<file path="src/logic/rx_port_cfg.svh">
// register offsets, field positions, reset values and decode constants
`ifndef RX_PORT_CFG_SVH
`define RX_PORT_CFG_SVH
`define ADDR_PCLK_SRC 8'h2E
`define ADDR_DUAL_RX 8'h34
`define ADDR_EQ_CTL 8'h35
`define ADDR_MODE_STAT 8'h37
`define ADDR_AUD_DIV 8'h3A
`define ADDR_EQ_STAT 8'h3B
`define ADDR_EQ_FLOOR 8'h45
`define RST_PCLK_SRC 8'h00
`define RST_DUAL_RX 8'h01
`define RST_EQ_CTL 8'h00
`define RST_AUD_DIV 8'h00
`define RST_EQ_FLOOR 4'h8
`define MASK_PCLK_SRC 8'h80
`define MASK_DUAL_RX 8'h7B
`define MASK_EQ_CTL 8'h70
`define MASK_AUD_DIV 8'hF7
`define MASK_EQ_FLOOR 8'h0F
`define BIT_EXT_PCLK 7
`define BIT_LOCK_MODE 6
`define BIT_RAW_BC 5
`define BIT_MODE_HI 4
`define BIT_MODE_LO 3
`define BIT_PORT1 1
`define BIT_PORT0 0
`define BIT_EQ_RESTART 6
`define BIT_FLOOR_OVR 5
`define BIT_FLOOR_APPLY 4
`define BIT_MDIV_OVR 7
`define BIT_MDIV_HI 6
`define BIT_MDIV_LO 4
`define BIT_MSEL_OVR 2
`define BIT_MSEL_HI 1
`define BIT_MSEL_LO 0
`define BIT_MODE_A_DONE 3
`define EQ_ZERO 6'h00
`define MODE_SETTLE 4'h3
`endif

</file>
<file path="src/logic/rx_port_pkg.sv">
// types shared by the receiver port configuration bank
package rx_port_pkg;
  typedef enum logic [1:0] {
    in_auto, in_dual, in_single_primary, in_single_secondary
  } input_mode_e;

  typedef struct packed {
    logic ext_pclk_sel;
    logic rx_lock;
    logic raw_bc_out;
    input_mode_e input_mode;
    logic [5:0] mclk_div_ratio;
    logic mclk_div_override;
    logic [3:0] ref_div_ratio;
  } link_ctrl_s;

  typedef struct packed {
    logic restart;
    logic start_from_floor;
    logic [3:0] floor_port0;
    logic [3:0] floor_port1;
  } eq_ctrl_s;
endpackage : rx_port_pkg

</file>
<file path="src/logic/rx_port_cfg_regs.sv">
// configuration and status register bank of the dual-input link receiver
`timescale 1ns/1ps
`include "rx_port_cfg.svh"

module rx_port_cfg_regs #(
  parameter int SETTLE_CYCLES = 4
) (
  input wire logic i_clock,
  input wire logic i_reset_n,
  input wire logic i_wr_en,
  input wire logic i_rd_en,
  input wire logic [7:0] i_addr,
  input wire logic [7:0] i_wdata,
  output logic [7:0] o_rdata,
  input wire logic i_linked,
  input wire logic i_video_disabled,
  input wire logic i_first_general_pin,
  input wire logic [2:0] i_mode_pin_a_level,
  input wire logic [2:0] i_mode_pin_b_level,
  input wire logic [1:0] i_sm_ref_div,
  input wire logic [5:0] i_eq_setting_port0,
  input wire logic [5:0] i_eq_setting_port1,
  output rx_port_pkg::link_ctrl_s o_link,
  output rx_port_pkg::eq_ctrl_s o_eq
);
  import rx_port_pkg::*;

  logic [7:0] pclk_src_r;
  logic [7:0] dual_rx_r;
  logic [7:0] eq_ctl_p0_r;
  logic [7:0] eq_ctl_p1_r;
  logic [7:0] aud_div_r;
  logic [3:0] floor_p0_r;
  logic [3:0] floor_p1_r;
  logic [7:0] mode_stat_r;
  logic [5:0] equalizer_setting_r;
  logic [3:0] settle_r;
  logic [5:0] mode_a_s1_r, mode_a_s2_r;
  logic [1:0] lk_s1_r, lk_s2_r;
  logic gp_s1_r, gp_s2_r;
  logic [11:0] eq_s1_r, eq_s2_r;
  logic [7:0] rdata_nxt;
  link_ctrl_s link_nxt;
  eq_ctrl_s eq_nxt;

  // maps the three-bit output divider code to a divide ratio
  function automatic logic [5:0] mdiv_ratio(input logic [2:0] code);
    case (code)
      3'h0: mdiv_ratio = 6'h20;
      3'h1: mdiv_ratio = 6'h10;
      3'h2: mdiv_ratio = 6'h08;
      3'h3: mdiv_ratio = 6'h04;
      3'h4, 3'h5: mdiv_ratio = 6'h02;
      default: mdiv_ratio = 6'h01;
    endcase
  endfunction : mdiv_ratio

  // maps the two-bit reference divider code to a divide ratio
  function automatic logic [3:0] msel_ratio(input logic [1:0] code);
    msel_ratio = 4'h1 << code;
  endfunction : msel_ratio

  // pin and foreign-logic inputs other than i_sm_ref_div pass two flip-flops
  always_ff @(posedge i_clock or negedge i_reset_n) begin
    if (!i_reset_n) begin
      mode_a_s1_r <= 6'h00;
      mode_a_s2_r <= 6'h00;
      lk_s1_r <= 2'h0;
      lk_s2_r <= 2'h0;
      gp_s1_r <= 1'b0;
      gp_s2_r <= 1'b0;
      eq_s1_r <= 12'h000;
      eq_s2_r <= 12'h000;
    end else begin
      mode_a_s1_r <= {i_mode_pin_b_level, i_mode_pin_a_level};
      mode_a_s2_r <= mode_a_s1_r;
      lk_s1_r <= {i_video_disabled, i_linked};
      lk_s2_r <= lk_s1_r;
      gp_s1_r <= i_first_general_pin;
      gp_s2_r <= gp_s1_r;
      eq_s1_r <= {i_eq_setting_port1, i_eq_setting_port0};
      eq_s2_r <= eq_s1_r;
    end
  end

  // shared registers
  always_ff @(posedge i_clock or negedge i_reset_n) begin
    if (!i_reset_n) begin
      pclk_src_r <= `RST_PCLK_SRC;
      dual_rx_r <= `RST_DUAL_RX;
      aud_div_r <= `RST_AUD_DIV;
    end else if (i_wr_en) begin
      if (i_addr == `ADDR_PCLK_SRC) begin
        pclk_src_r <= i_wdata & `MASK_PCLK_SRC;
      end else if (i_addr == `ADDR_DUAL_RX) begin
        dual_rx_r <= i_wdata & `MASK_DUAL_RX;
      end else if (i_addr == `ADDR_AUD_DIV) begin
        aud_div_r <= i_wdata & `MASK_AUD_DIV;
      end
    end
  end

  // per-port copies: written through whichever port selects are set
  always_ff @(posedge i_clock or negedge i_reset_n) begin
    if (!i_reset_n) begin
      eq_ctl_p0_r <= `RST_EQ_CTL;
      eq_ctl_p1_r <= `RST_EQ_CTL;
      floor_p0_r <= `RST_EQ_FLOOR;
      floor_p1_r <= `RST_EQ_FLOOR;
    end else if (i_wr_en) begin
      if (i_addr == `ADDR_EQ_CTL) begin
        if (dual_rx_r[`BIT_PORT0]) begin
          eq_ctl_p0_r <= i_wdata & `MASK_EQ_CTL;
        end
        if (dual_rx_r[`BIT_PORT1]) begin
          eq_ctl_p1_r <= i_wdata & `MASK_EQ_CTL;
        end
      end else if (i_addr == `ADDR_EQ_FLOOR) begin
        if (dual_rx_r[`BIT_PORT0]) begin
          floor_p0_r <= i_wdata[3:0];
        end
        if (dual_rx_r[`BIT_PORT1]) begin
          floor_p1_r <= i_wdata[3:0];
        end
      end
    end
  end

  // mode pins are latched once after a settle period, then flagged done
  always_ff @(posedge i_clock or negedge i_reset_n) begin
    if (!i_reset_n) begin
      settle_r <= 4'h0;
      mode_stat_r <= 8'h00;
    end else if (settle_r != SETTLE_CYCLES[3:0]) begin
      settle_r <= settle_r + 4'h1;
    end else if (!mode_stat_r[`BIT_MODE_A_DONE]) begin
      mode_stat_r <= {1'b1, mode_a_s2_r[5:3], 1'b1, mode_a_s2_r[2:0]};
    end
  end

  // equalizer status follows the port selected for reads
  always_ff @(posedge i_clock or negedge i_reset_n) begin
    if (!i_reset_n) begin
      equalizer_setting_r <= `EQ_ZERO;
    end else if (dual_rx_r[`BIT_PORT1]) begin
      equalizer_setting_r <= eq_s2_r[11:6];
    end else begin
      equalizer_setting_r <= eq_s2_r[5:0];
    end
  end

  // read data: port-one copies win when that select is set
  always_comb begin
    rdata_nxt = 8'h00;
    if (i_addr == `ADDR_PCLK_SRC) begin
      rdata_nxt = pclk_src_r;
    end else if (i_addr == `ADDR_DUAL_RX) begin
      rdata_nxt = dual_rx_r;
    end else if (i_addr == `ADDR_EQ_CTL) begin
      rdata_nxt = dual_rx_r[`BIT_PORT1] ? eq_ctl_p1_r : eq_ctl_p0_r;
    end else if (i_addr == `ADDR_MODE_STAT) begin
      rdata_nxt = mode_stat_r;
    end else if (i_addr == `ADDR_AUD_DIV) begin
      rdata_nxt = aud_div_r;
    end else if (i_addr == `ADDR_EQ_STAT) begin
      rdata_nxt = {2'h0, equalizer_setting_r};
    end else if (i_addr == `ADDR_EQ_FLOOR) begin
      rdata_nxt = {4'h0, dual_rx_r[`BIT_PORT1] ? floor_p1_r : floor_p0_r};
    end
  end

  always_ff @(posedge i_clock or negedge i_reset_n) begin
    if (!i_reset_n) begin
      o_rdata <= 8'h00;
    end else if (i_rd_en) begin
      o_rdata <= rdata_nxt;
    end
  end

  // link-side and equalizer controls decoded from the registers and inputs
  always_comb begin
    link_nxt.ext_pclk_sel = pclk_src_r[`BIT_EXT_PCLK];
    if (dual_rx_r[`BIT_LOCK_MODE]) begin
      link_nxt.rx_lock = lk_s2_r[0];
    end else begin
      link_nxt.rx_lock = lk_s2_r[0] & ~lk_s2_r[1];
    end
    link_nxt.raw_bc_out = dual_rx_r[`BIT_RAW_BC] & gp_s2_r;
    link_nxt.input_mode = input_mode_e'(dual_rx_r[`BIT_MODE_HI:`BIT_MODE_LO]);
    link_nxt.mclk_div_override = aud_div_r[`BIT_MDIV_OVR];
    link_nxt.mclk_div_ratio = mdiv_ratio(aud_div_r[`BIT_MDIV_HI:`BIT_MDIV_LO]);
    if (aud_div_r[`BIT_MSEL_OVR]) begin
      link_nxt.ref_div_ratio = msel_ratio(aud_div_r[`BIT_MSEL_HI:`BIT_MSEL_LO]);
    end else begin
      link_nxt.ref_div_ratio = msel_ratio(i_sm_ref_div);
    end
    eq_nxt.restart = eq_ctl_p0_r[`BIT_EQ_RESTART] | eq_ctl_p1_r[`BIT_EQ_RESTART];
    eq_nxt.start_from_floor = eq_ctl_p0_r[`BIT_FLOOR_OVR]
                              & eq_ctl_p0_r[`BIT_FLOOR_APPLY];
    eq_nxt.floor_port0 = floor_p0_r;
    eq_nxt.floor_port1 = floor_p1_r;
  end

  always_ff @(posedge i_clock or negedge i_reset_n) begin
    if (!i_reset_n) begin
      o_link <= '0;
      o_eq <= '0;
    end else begin
      o_link <= link_nxt;
      o_eq <= eq_nxt;
    end
  end

  property p_lock_video;
    @(posedge i_clock) disable iff (!i_reset_n)
      (!dual_rx_r[`BIT_LOCK_MODE] && lk_s2_r[1]) |=> !o_link.rx_lock;
  endproperty
  a_lock_video: assert property (p_lock_video) else $error("lock with video off");

  property p_lock_link;
    @(posedge i_clock) disable iff (!i_reset_n)
      (dual_rx_r[`BIT_LOCK_MODE] && lk_s2_r[0]) |=> o_link.rx_lock;
  endproperty
  a_lock_link: assert property (p_lock_link) else $error("no lock while linked");

  property p_port1_write;
    @(posedge i_clock) disable iff (!i_reset_n)
      (i_wr_en && i_addr == `ADDR_EQ_FLOOR && dual_rx_r[`BIT_PORT1])
      |=> floor_p1_r == $past(i_wdata[3:0]);
  endproperty
  a_port1_write: assert property (p_port1_write) else $error("port one copy missed");

  property p_port0_keep;
    @(posedge i_clock) disable iff (!i_reset_n)
      (i_wr_en && i_addr == `ADDR_EQ_FLOOR && !dual_rx_r[`BIT_PORT0]) |=> $stable(floor_p0_r);
  endproperty
  a_port0_keep: assert property (p_port0_keep) else $error("port zero written");

  property p_read_port1;
    @(posedge i_clock) disable iff (!i_reset_n)
      (i_rd_en && i_addr == `ADDR_EQ_CTL && dual_rx_r[`BIT_PORT1])
      |=> o_rdata == $past(eq_ctl_p1_r);
  endproperty
  a_read_port1: assert property (p_read_port1) else $error("read not port one");

  property p_floor_gate;
    @(posedge i_clock) disable iff (!i_reset_n)
      !eq_ctl_p0_r[`BIT_FLOOR_OVR] |=> !o_eq.start_from_floor;
  endproperty
  a_floor_gate: assert property (p_floor_gate) else $error("floor not gated");

  property p_mode_done;
    @(posedge i_clock) disable iff (!i_reset_n)
      $rose(mode_stat_r[7]) |-> mode_stat_r[6:4] == $past(mode_a_s2_r[5:3]);
  endproperty
  a_mode_done: assert property (p_mode_done) else $error("decode not latched");

  property p_mode_a;
    @(posedge i_clock) disable iff (!i_reset_n)
      mode_stat_r[3] |=> $stable(mode_stat_r[2:0]) && mode_stat_r[3];
  endproperty
  a_mode_a: assert property (p_mode_a) else $error("decode a not held");

  property p_ref_div;
    @(posedge i_clock) disable iff (!i_reset_n)
      !aud_div_r[`BIT_MSEL_OVR] |=> o_link.ref_div_ratio == (4'h1 << $past(i_sm_ref_div));
  endproperty
  a_ref_div: assert property (p_ref_div) else $error("ref divider not from sm");

  property p_mdiv32;
    @(posedge i_clock) disable iff (!i_reset_n)
      aud_div_r[`BIT_MDIV_HI:`BIT_MDIV_LO] == 3'h0 |=> o_link.mclk_div_ratio == 6'h20;
  endproperty
  a_mdiv32: assert property (p_mdiv32) else $error("divide by 32 wrong");

  property p_ext_pclk;
    @(posedge i_clock) disable iff (!i_reset_n)
      pclk_src_r[`BIT_EXT_PCLK] |=> o_link.ext_pclk_sel;
  endproperty
  a_ext_pclk: assert property (p_ext_pclk) else $error("clock source wrong");

  property p_raw_bc;
    @(posedge i_clock) disable iff (!i_reset_n)
      dual_rx_r[`BIT_RAW_BC] |=> o_link.raw_bc_out == $past(gp_s2_r);
  endproperty
  a_raw_bc: assert property (p_raw_bc) else $error("raw channel wrong");

  property p_forced_dual;
    @(posedge i_clock) disable iff (!i_reset_n)
      dual_rx_r[`BIT_MODE_HI:`BIT_MODE_LO] == 2'h1 |=> o_link.input_mode == in_dual;
  endproperty
  a_forced_dual: assert property (p_forced_dual) else $error("dual not forced");

  property p_restart_held;
    @(posedge i_clock) disable iff (!i_reset_n)
      (eq_ctl_p0_r[`BIT_EQ_RESTART] && !i_wr_en)
      |=> eq_ctl_p0_r[`BIT_EQ_RESTART] && o_eq.restart;
  endproperty
  a_restart_held: assert property (p_restart_held) else $error("restart not held");

  property p_floor_apply;
    @(posedge i_clock) disable iff (!i_reset_n)
      (eq_ctl_p0_r[`BIT_FLOOR_OVR] && eq_ctl_p0_r[`BIT_FLOOR_APPLY])
      |=> o_eq.start_from_floor && o_eq.floor_port0 == $past(floor_p0_r);
  endproperty
  a_floor_apply: assert property (p_floor_apply) else $error("floor not applied");

  property p_mdiv_ovr;
    @(posedge i_clock) disable iff (!i_reset_n)
      aud_div_r[`BIT_MDIV_OVR] |=> o_link.mclk_div_override;
  endproperty
  a_mdiv_ovr: assert property (p_mdiv_ovr) else $error("override not applied");

  property p_ref_div8;
    @(posedge i_clock) disable iff (!i_reset_n)
      (aud_div_r[`BIT_MSEL_OVR] && aud_div_r[`BIT_MSEL_HI:`BIT_MSEL_LO] == 2'h3)
      |=> o_link.ref_div_ratio == 4'h8;
  endproperty
  a_ref_div8: assert property (p_ref_div8) else $error("divide by 8 wrong");

  property p_port0_write;
    @(posedge i_clock) disable iff (!i_reset_n)
      (i_wr_en && i_addr == `ADDR_EQ_FLOOR && dual_rx_r[`BIT_PORT0])
      |=> floor_p0_r == $past(i_wdata[3:0]);
  endproperty
  a_port0_write: assert property (p_port0_write) else $error("port zero missed");
endmodule : rx_port_cfg_regs

</file>
<file path="config.mk">
export PLATFORM = sky130hd
export DESIGN_NAME = rx_port_cfg_regs
export DESIGN_NICKNAME = d
export VERILOG_FILES = /design/src/logic/rx_port_pkg.sv /design/src/logic/rx_port_cfg_regs.sv
export VERILOG_INCLUDE_DIRS = /design/src /design/src/logic
export SDC_FILE = /design/constraint.sdc
export NUM_CORES = 1
export LEC_CHECK = 0
export BUFFER_PORTS_ARGS = -buffer_cell sky130_fd_sc_hd__clkbuf_2
export CORE_ASPECT_RATIO = 0.6
export CORE_MARGIN = 1.5
export CORE_UTILIZATION = 60
export CTS_CLUSTER_SIZE = 20
export DETAILED_ROUTE_END_ITERATION = 12
export GPL_TIMING_DRIVEN = 0
export MAX_ROUTING_LAYER = met4
export PLACE_DENSITY = 0.95
export SLEW_MARGIN = 10
export SYNTH_ARGS = -nofsm -noshare
export SYNTH_HDL_FRONTEND = slang
export SYNTH_SLANG_ARGS = --single-unit
</file>
<file path="constraint.sdc">
create_clock -name i_clock -period 3.4 [get_ports i_clock]
set_input_delay 0.51 -clock i_clock [delete_from_list [all_inputs] [get_ports i_clock]]
set_output_delay 0.51 -clock i_clock [all_outputs]
set_load 0.03 [all_outputs]
</file>
# Word level (Yosys, flattened, before mapping)
# Index checks and enable logic that the tools add are counted.
# op_classes
shifts	2
add_sub_neg	1
bitwise	10
mux	13
eq_ne	13
n_reduce_logical	10
# op_table
operator	n
== test 8 x 6 -> 1 bit, second input constant	6
two-way mux 8 bit	5
case mux 6 bit (5 select lines)	1
two-way mux 4 bit	3
two-way mux 6 bit	2
AND reduction 4 bit	3
AND reduction 3 bit	3
== test 8 x 7 -> 1 bit, second input constant	1
<< shifter 1 x 2 -> 4 bit, first input constant	2
two-way mux 7 bit	1
== test 3 x 2 -> 1 bit, second input constant	2
== test 3 bit, second input constant	2
NOT 1 bit	6
adder 4 x 1 -> 4 bit, second input constant	1
inequality test 4 x 3 -> 1 bit, second input constant	1
AND reduction 2 bit	2
bitwise AND 1 bit	3
== test 3 x 1 -> 1 bit, second input constant	1
logical NOT 3 bit	1
OR reduction 2 bit	1
two-way mux 1 bit	1
OR 1 bit	1
# word_totals
reg_bits	122
input_bits	43
output_inout_bits	34
wordCells	80

# Logic depth before layout (Yosys ltp)
# depth
depth_word	8
depth_mapped	6

# Worst setup path after synthesis
# Ideal clock, no wire load.
# synth_path
kind	input to register
start	input port i_addr[3]
end	register dual_rx_r[1]
arrival_time_ns	1.650
path_buffers	1
path_stages	5
setup_slack_ns	1.625
cell_sequence	buf_6 or3b_4 nor3_4 nand2_4 mux2_4
# synth_via
elab_chain_cells	3
elab_cells_between_ends	4
# synth_lines
item	line_no	rtl
start, declared	rx_port_cfg_regs.sv:12	input wire logic [7:0] i_addr,
== test 8 x 6 -> 1 bit (no source line)	--	
NOT 1 bit (no source line)	--	
AND reduction 3 bit (no source line) (*)	--	
end signal, assigned	rx_port_cfg_regs.sv:90	dual_rx_r <= `RST_DUAL_RX;
end signal, assigned	rx_port_cfg_regs.sv:96	dual_rx_r <= i_wdata & `MASK_DUAL_RX;
end, declared	rx_port_cfg_regs.sv:29	logic [7:0] dual_rx_r;
# Mark *: on every way between the ends. The rest lies on a longest branch, timed or not.
# A chain may end at the register's enable or synchronous reset.

# Final worst setup path
# layout_path
start	register settle_r[0]
end	register mode_stat_r[1]
# layout_via
elab_chain_cells	3
# layout_lines
item	line_no	rtl
start, declared	rx_port_cfg_regs.sv:37	logic [3:0] settle_r;
start signal, assigned	rx_port_cfg_regs.sv:135	settle_r <= settle_r + 4'h1;
inequality test 4 x 3 -> 1 bit	rx_port_cfg_regs.sv:134	end else if (settle_r != SETTLE_CYCLES[3:0]) begin
NOT 1 bit (no source line)	--	
AND reduction 2 bit (no source line)	--	
end signal, assigned	rx_port_cfg_regs.sv:137	mode_stat_r <= {1'b1, mode_a_s2_r[5:3], 1'b1, mode_a_s2_r[2:0]};
end, declared	rx_port_cfg_regs.sv:35	logic [7:0] mode_stat_r;
# Every way passes these cells.

==> results.tsv <==
stage	metric	value	unit
outcome	status	finished, final reports clean	
clock_network	CTS hold repair buffers	0	
clock_network	CTS clk-pin slew, worst paths	0.06	ns
clock_network	H-tree levels	4	
finish	share of cells above drive strength 1	42.0	%
sta	maximum clock frequency	497	MHz
logic_synthesis	Yosys warning count	0	
route	Routed WL	9.90	mm
floorplan	die area	0.00824	mm^2
route	post-DR vias/cell	5.72	
sta	clock skew	0.00562	ns
run	Max Cap Violations	0	
sta	Slew @ Worst Pin	0.728	ns
logic_synthesis	post-synthesis mux area share	12.3	%
logic_synthesis	post-synthesis sequential area ratio	66.3	%
sta	Final Max Slew Viols	0	
sta	Rel. slew slack	51.2	%
floorplan	IO Pins	77	
sta	fin crit period	2.01	ns
power	VDD IR max	0.000693	V
logic_synthesis	ys async rst share	100	%
logic_synthesis	syn_area_per_cell	14.7	um^2
power	Power Total	3.57	mW
placed_design	gp weighted congestion	0.944	
route	Pre-Repair DR Iteration Count	4	
sta	Fin Setup TNS	0	ns
critical_path	Critical Path Source	settle_r[0]	
clock_network	number of CTS-inserted buffers	17	
clock_network	clk root buf	clkbuf_16	
placed_design	Buffers on Ports	72	
logic_synthesis	largest family of logic cells by synthesized area	multiplexers	
critical_path	FF-to-FF path depth	5	
logic_synthesis	Top FF cell, synth	dfrtp_1	
critical_path	crit path DAT	2.31	ns
power	LEAKAGE	2.77	nW
critical_path	Worst R2R Start	settle_r[0]	
logic_synthesis	post-synth net total	359	
finish	Syn-to-layout area delta	24.8	%
floorplan	Initial Utilization	62.7	%
logic_synthesis	Synth Area in Compound Gates	6.81	%
critical_path	startpoint types	register	
global_routing	gr usage total	27.6	%
global_routing	first-pass GRT wire length	15.7	mm
clock_network	worst skew pair latency	0.41	ns
route	Initial DRC Count	263	
worst_hold_path	Hold Crit Class	in2async	
placed_design	post-DP HPWL	6.57	mm
finish	Final Net Count	451	
placed_design	DP Area	0.00514	mm^2
sta	RSZ-0062 raised after global routing	false	
global_routing	largest net degree at the start of global routing	69	
route	Avg WL per Cell	18.9	um
logic_synthesis	simple-gate share of the synthesized area	11.8	%
critical_path	CP endpoint kind	register	
clock_network	Setup Fix Bufs, Post-CTS	0	
global_routing	initial antenna violation count	0	
floorplan	Die Width	116	um
clock_network	cts repair resizes	0	
clock_network	CTS max path bufs	2	
sta	# setup viols final	0	
floorplan	Die H	70.9	um
logic_synthesis	Netlist cell types	58	
logic_synthesis	Mapped Cells	314	
critical_path	Req. time, crit path	3.69	ns
sta	final hold violations	0	
global_routing	vias in the first global route	3082	
sta	final period utilization	59.2	%
logic_synthesis	number of synthesized flops with an enable pin	0	
logic_synthesis	mapped cell area	0.00461	mm^2
route	DRC viols	0	
clock_network	CTS tree	yes	
finish	cell area after layout	0.00575	mm^2
sta	Min Hold Slack	0.0513	ns
floorplan	row count	24	
global_routing	global route overflow	0	
logic_synthesis	xor and xnor fraction of the mapped netlist area	0.190	%
route	vias post-DR	2993	
finish	Antenna diodes	0	
floorplan	Placeable Area	0.00736	mm^2
clock_network	CTS Sinks	122	
logic_synthesis	number of synthesized register bits	122	
power	Power Density	621	mW/mm^2
route	Final ANT Viol Nets	0	
critical_path	worst-path maximum fanout	7	
logic_synthesis	Adder-Cell Fraction of Synth Area	0.543	%
critical_path	WS Path Type	reg2reg	
==> cells by family (layout without fill, tap and decap cells) <==
| kind of cell | count (synthesis) | in the layout |
|---|---|---|
| muxes | 49 | 49 |
| AOI/OAI and AO/OA | 41 | 41 |
| xor gates and xnor gates | 1 | 1 |
| DFF | 122 | 122 |
| buffers and inverters | 19 | 124 |
| adders and majority gates | 2 | 2 |
| and+or+nand+nor | 80 | 80 |
==> cell usage after synthesis, types with 3 or more instances <==
library cell | number | area, um^2
a32oi_1 | 3 | 26.3
mux2_2 | 38 | 428
mux2_4 | 6 | 90.1
and2_1 | 4 | 25.0
o21ai_0 | 9 | 45.0
and3b_1 | 4 | 35.0
nor3b_1 | 3 | 22.5
nand4_1 | 4 | 25.0
nand2_1 | 4 | 15.0
dfrtp_1 | 119 | 2980
nand2b_1 | 5 | 31.3
a32o_1 | 4 | 40.0
o2111ai_1 | 3 | 26.3
nor2_1 | 12 | 45.0
buf_2 | 6 | 30.0
nor3_1 | 4 | 20.0
inv_1 | 7 | 26.3
dfstp_2 | 3 | 78.8
a21oi_1 | 7 | 35.0
nor2b_1 | 5 | 31.3
mux2i_1 | 5 | 50.1
nand3_1 | 13 | 65.1
==> metrics by stage <==
| step | std cells | util (%) | setup WS, ns |
|---|---|---|---|
| floorplan | 314 | - | 1.63 |
| global placement | 490 | 69.4 | 0.250 |
| detailed placement | 491 | 69.8 | 1.21 |
| CTS | 523 | 78.2 | 1.37 |
| global route | 523 | 78.2 | 1.23 |
| finish | 523 | 78.2 | 1.39 |
==> final cells by class <==
| class | count | area, um^2 |
|---|---|---|
| multi-input cells | 173 | 1460 |
| clock inverters | 15 | 190 |
| flip-flops and latches | 122 | 3060 |
| inverters | 7 | 26.3 |
| clock buffers | 17 | 425 |
| fillers | 435 | 1600 |
| plain buffers | 12 | 67.6 |
| repair buffers | 73 | 397 |
| well taps | 104 | 130 |
==> state kept, by name (all words and copies together) (netlist names), 7 cells and up <==
name and cells:
eq_s1_r 12, o_rdata 8, o_link 16, o_eq 10, mode_stat_r 8, aud_div_r 7
eq_s2_r 12
==> where the power goes <==
part           leakage, nW  switching (mW)  total, mW  internal (mW)
Clock                0.287           0.680       1.85           1.17
Sequential            1.53          0.0251       1.53           1.51
Combinational        0.948           0.124      0.197         0.0722
Total                 2.77           0.830       3.57           2.74
==> metal layers <==
layer	global-route usage, %	vias to the layer above	share of wire [%]
met3	9.08	25	8.3
met4	14.0	0	2.5
met5	-	-	0
met2	40.7	152	47
met1	34.7	1488	42
li1	-	1328	-
==> worst max-delay path, stage by stage, from the launching register on <==
cell      delay (ns)
dfrtp_1         0.40
inv_1           0.11
ha_1            0.23
nand3b_1        0.20
nor2_1          0.55
mux2_2          0.41
==> final timing paths <==
path	to	slack (ns)
worst max-delay path	mode_stat_r[1]	1.39
worst min register to register	eq_s2_r[5]	0.35
min in group i_clock	gp_s1_r	0.20
worst min-delay path	o_link[15]	0.05
max in group asynchronous	eq_s2_r[11]	2.68
worst max register to register	mode_stat_r[1]	1.39
==> layout by cell type, fill, tap and decap left out, drive strengths merged, types with 4 or more instances in the layout <==
cell type / instances
nand4: 4
nand2b: 5
nor2: 13
dfrtp: 119
nor3: 5
clkinvlp: 4
and2: 4
nor2b: 5
a21oi: 7
mux2: 44
and3b: 4
clkbuf: 91
nor3b: 4
nand2: 6
mux2i: 5
nand3: 13
buf: 11
o21ai: 9
a32o: 4
inv: 12
Power figures use the tool's default switching activity.
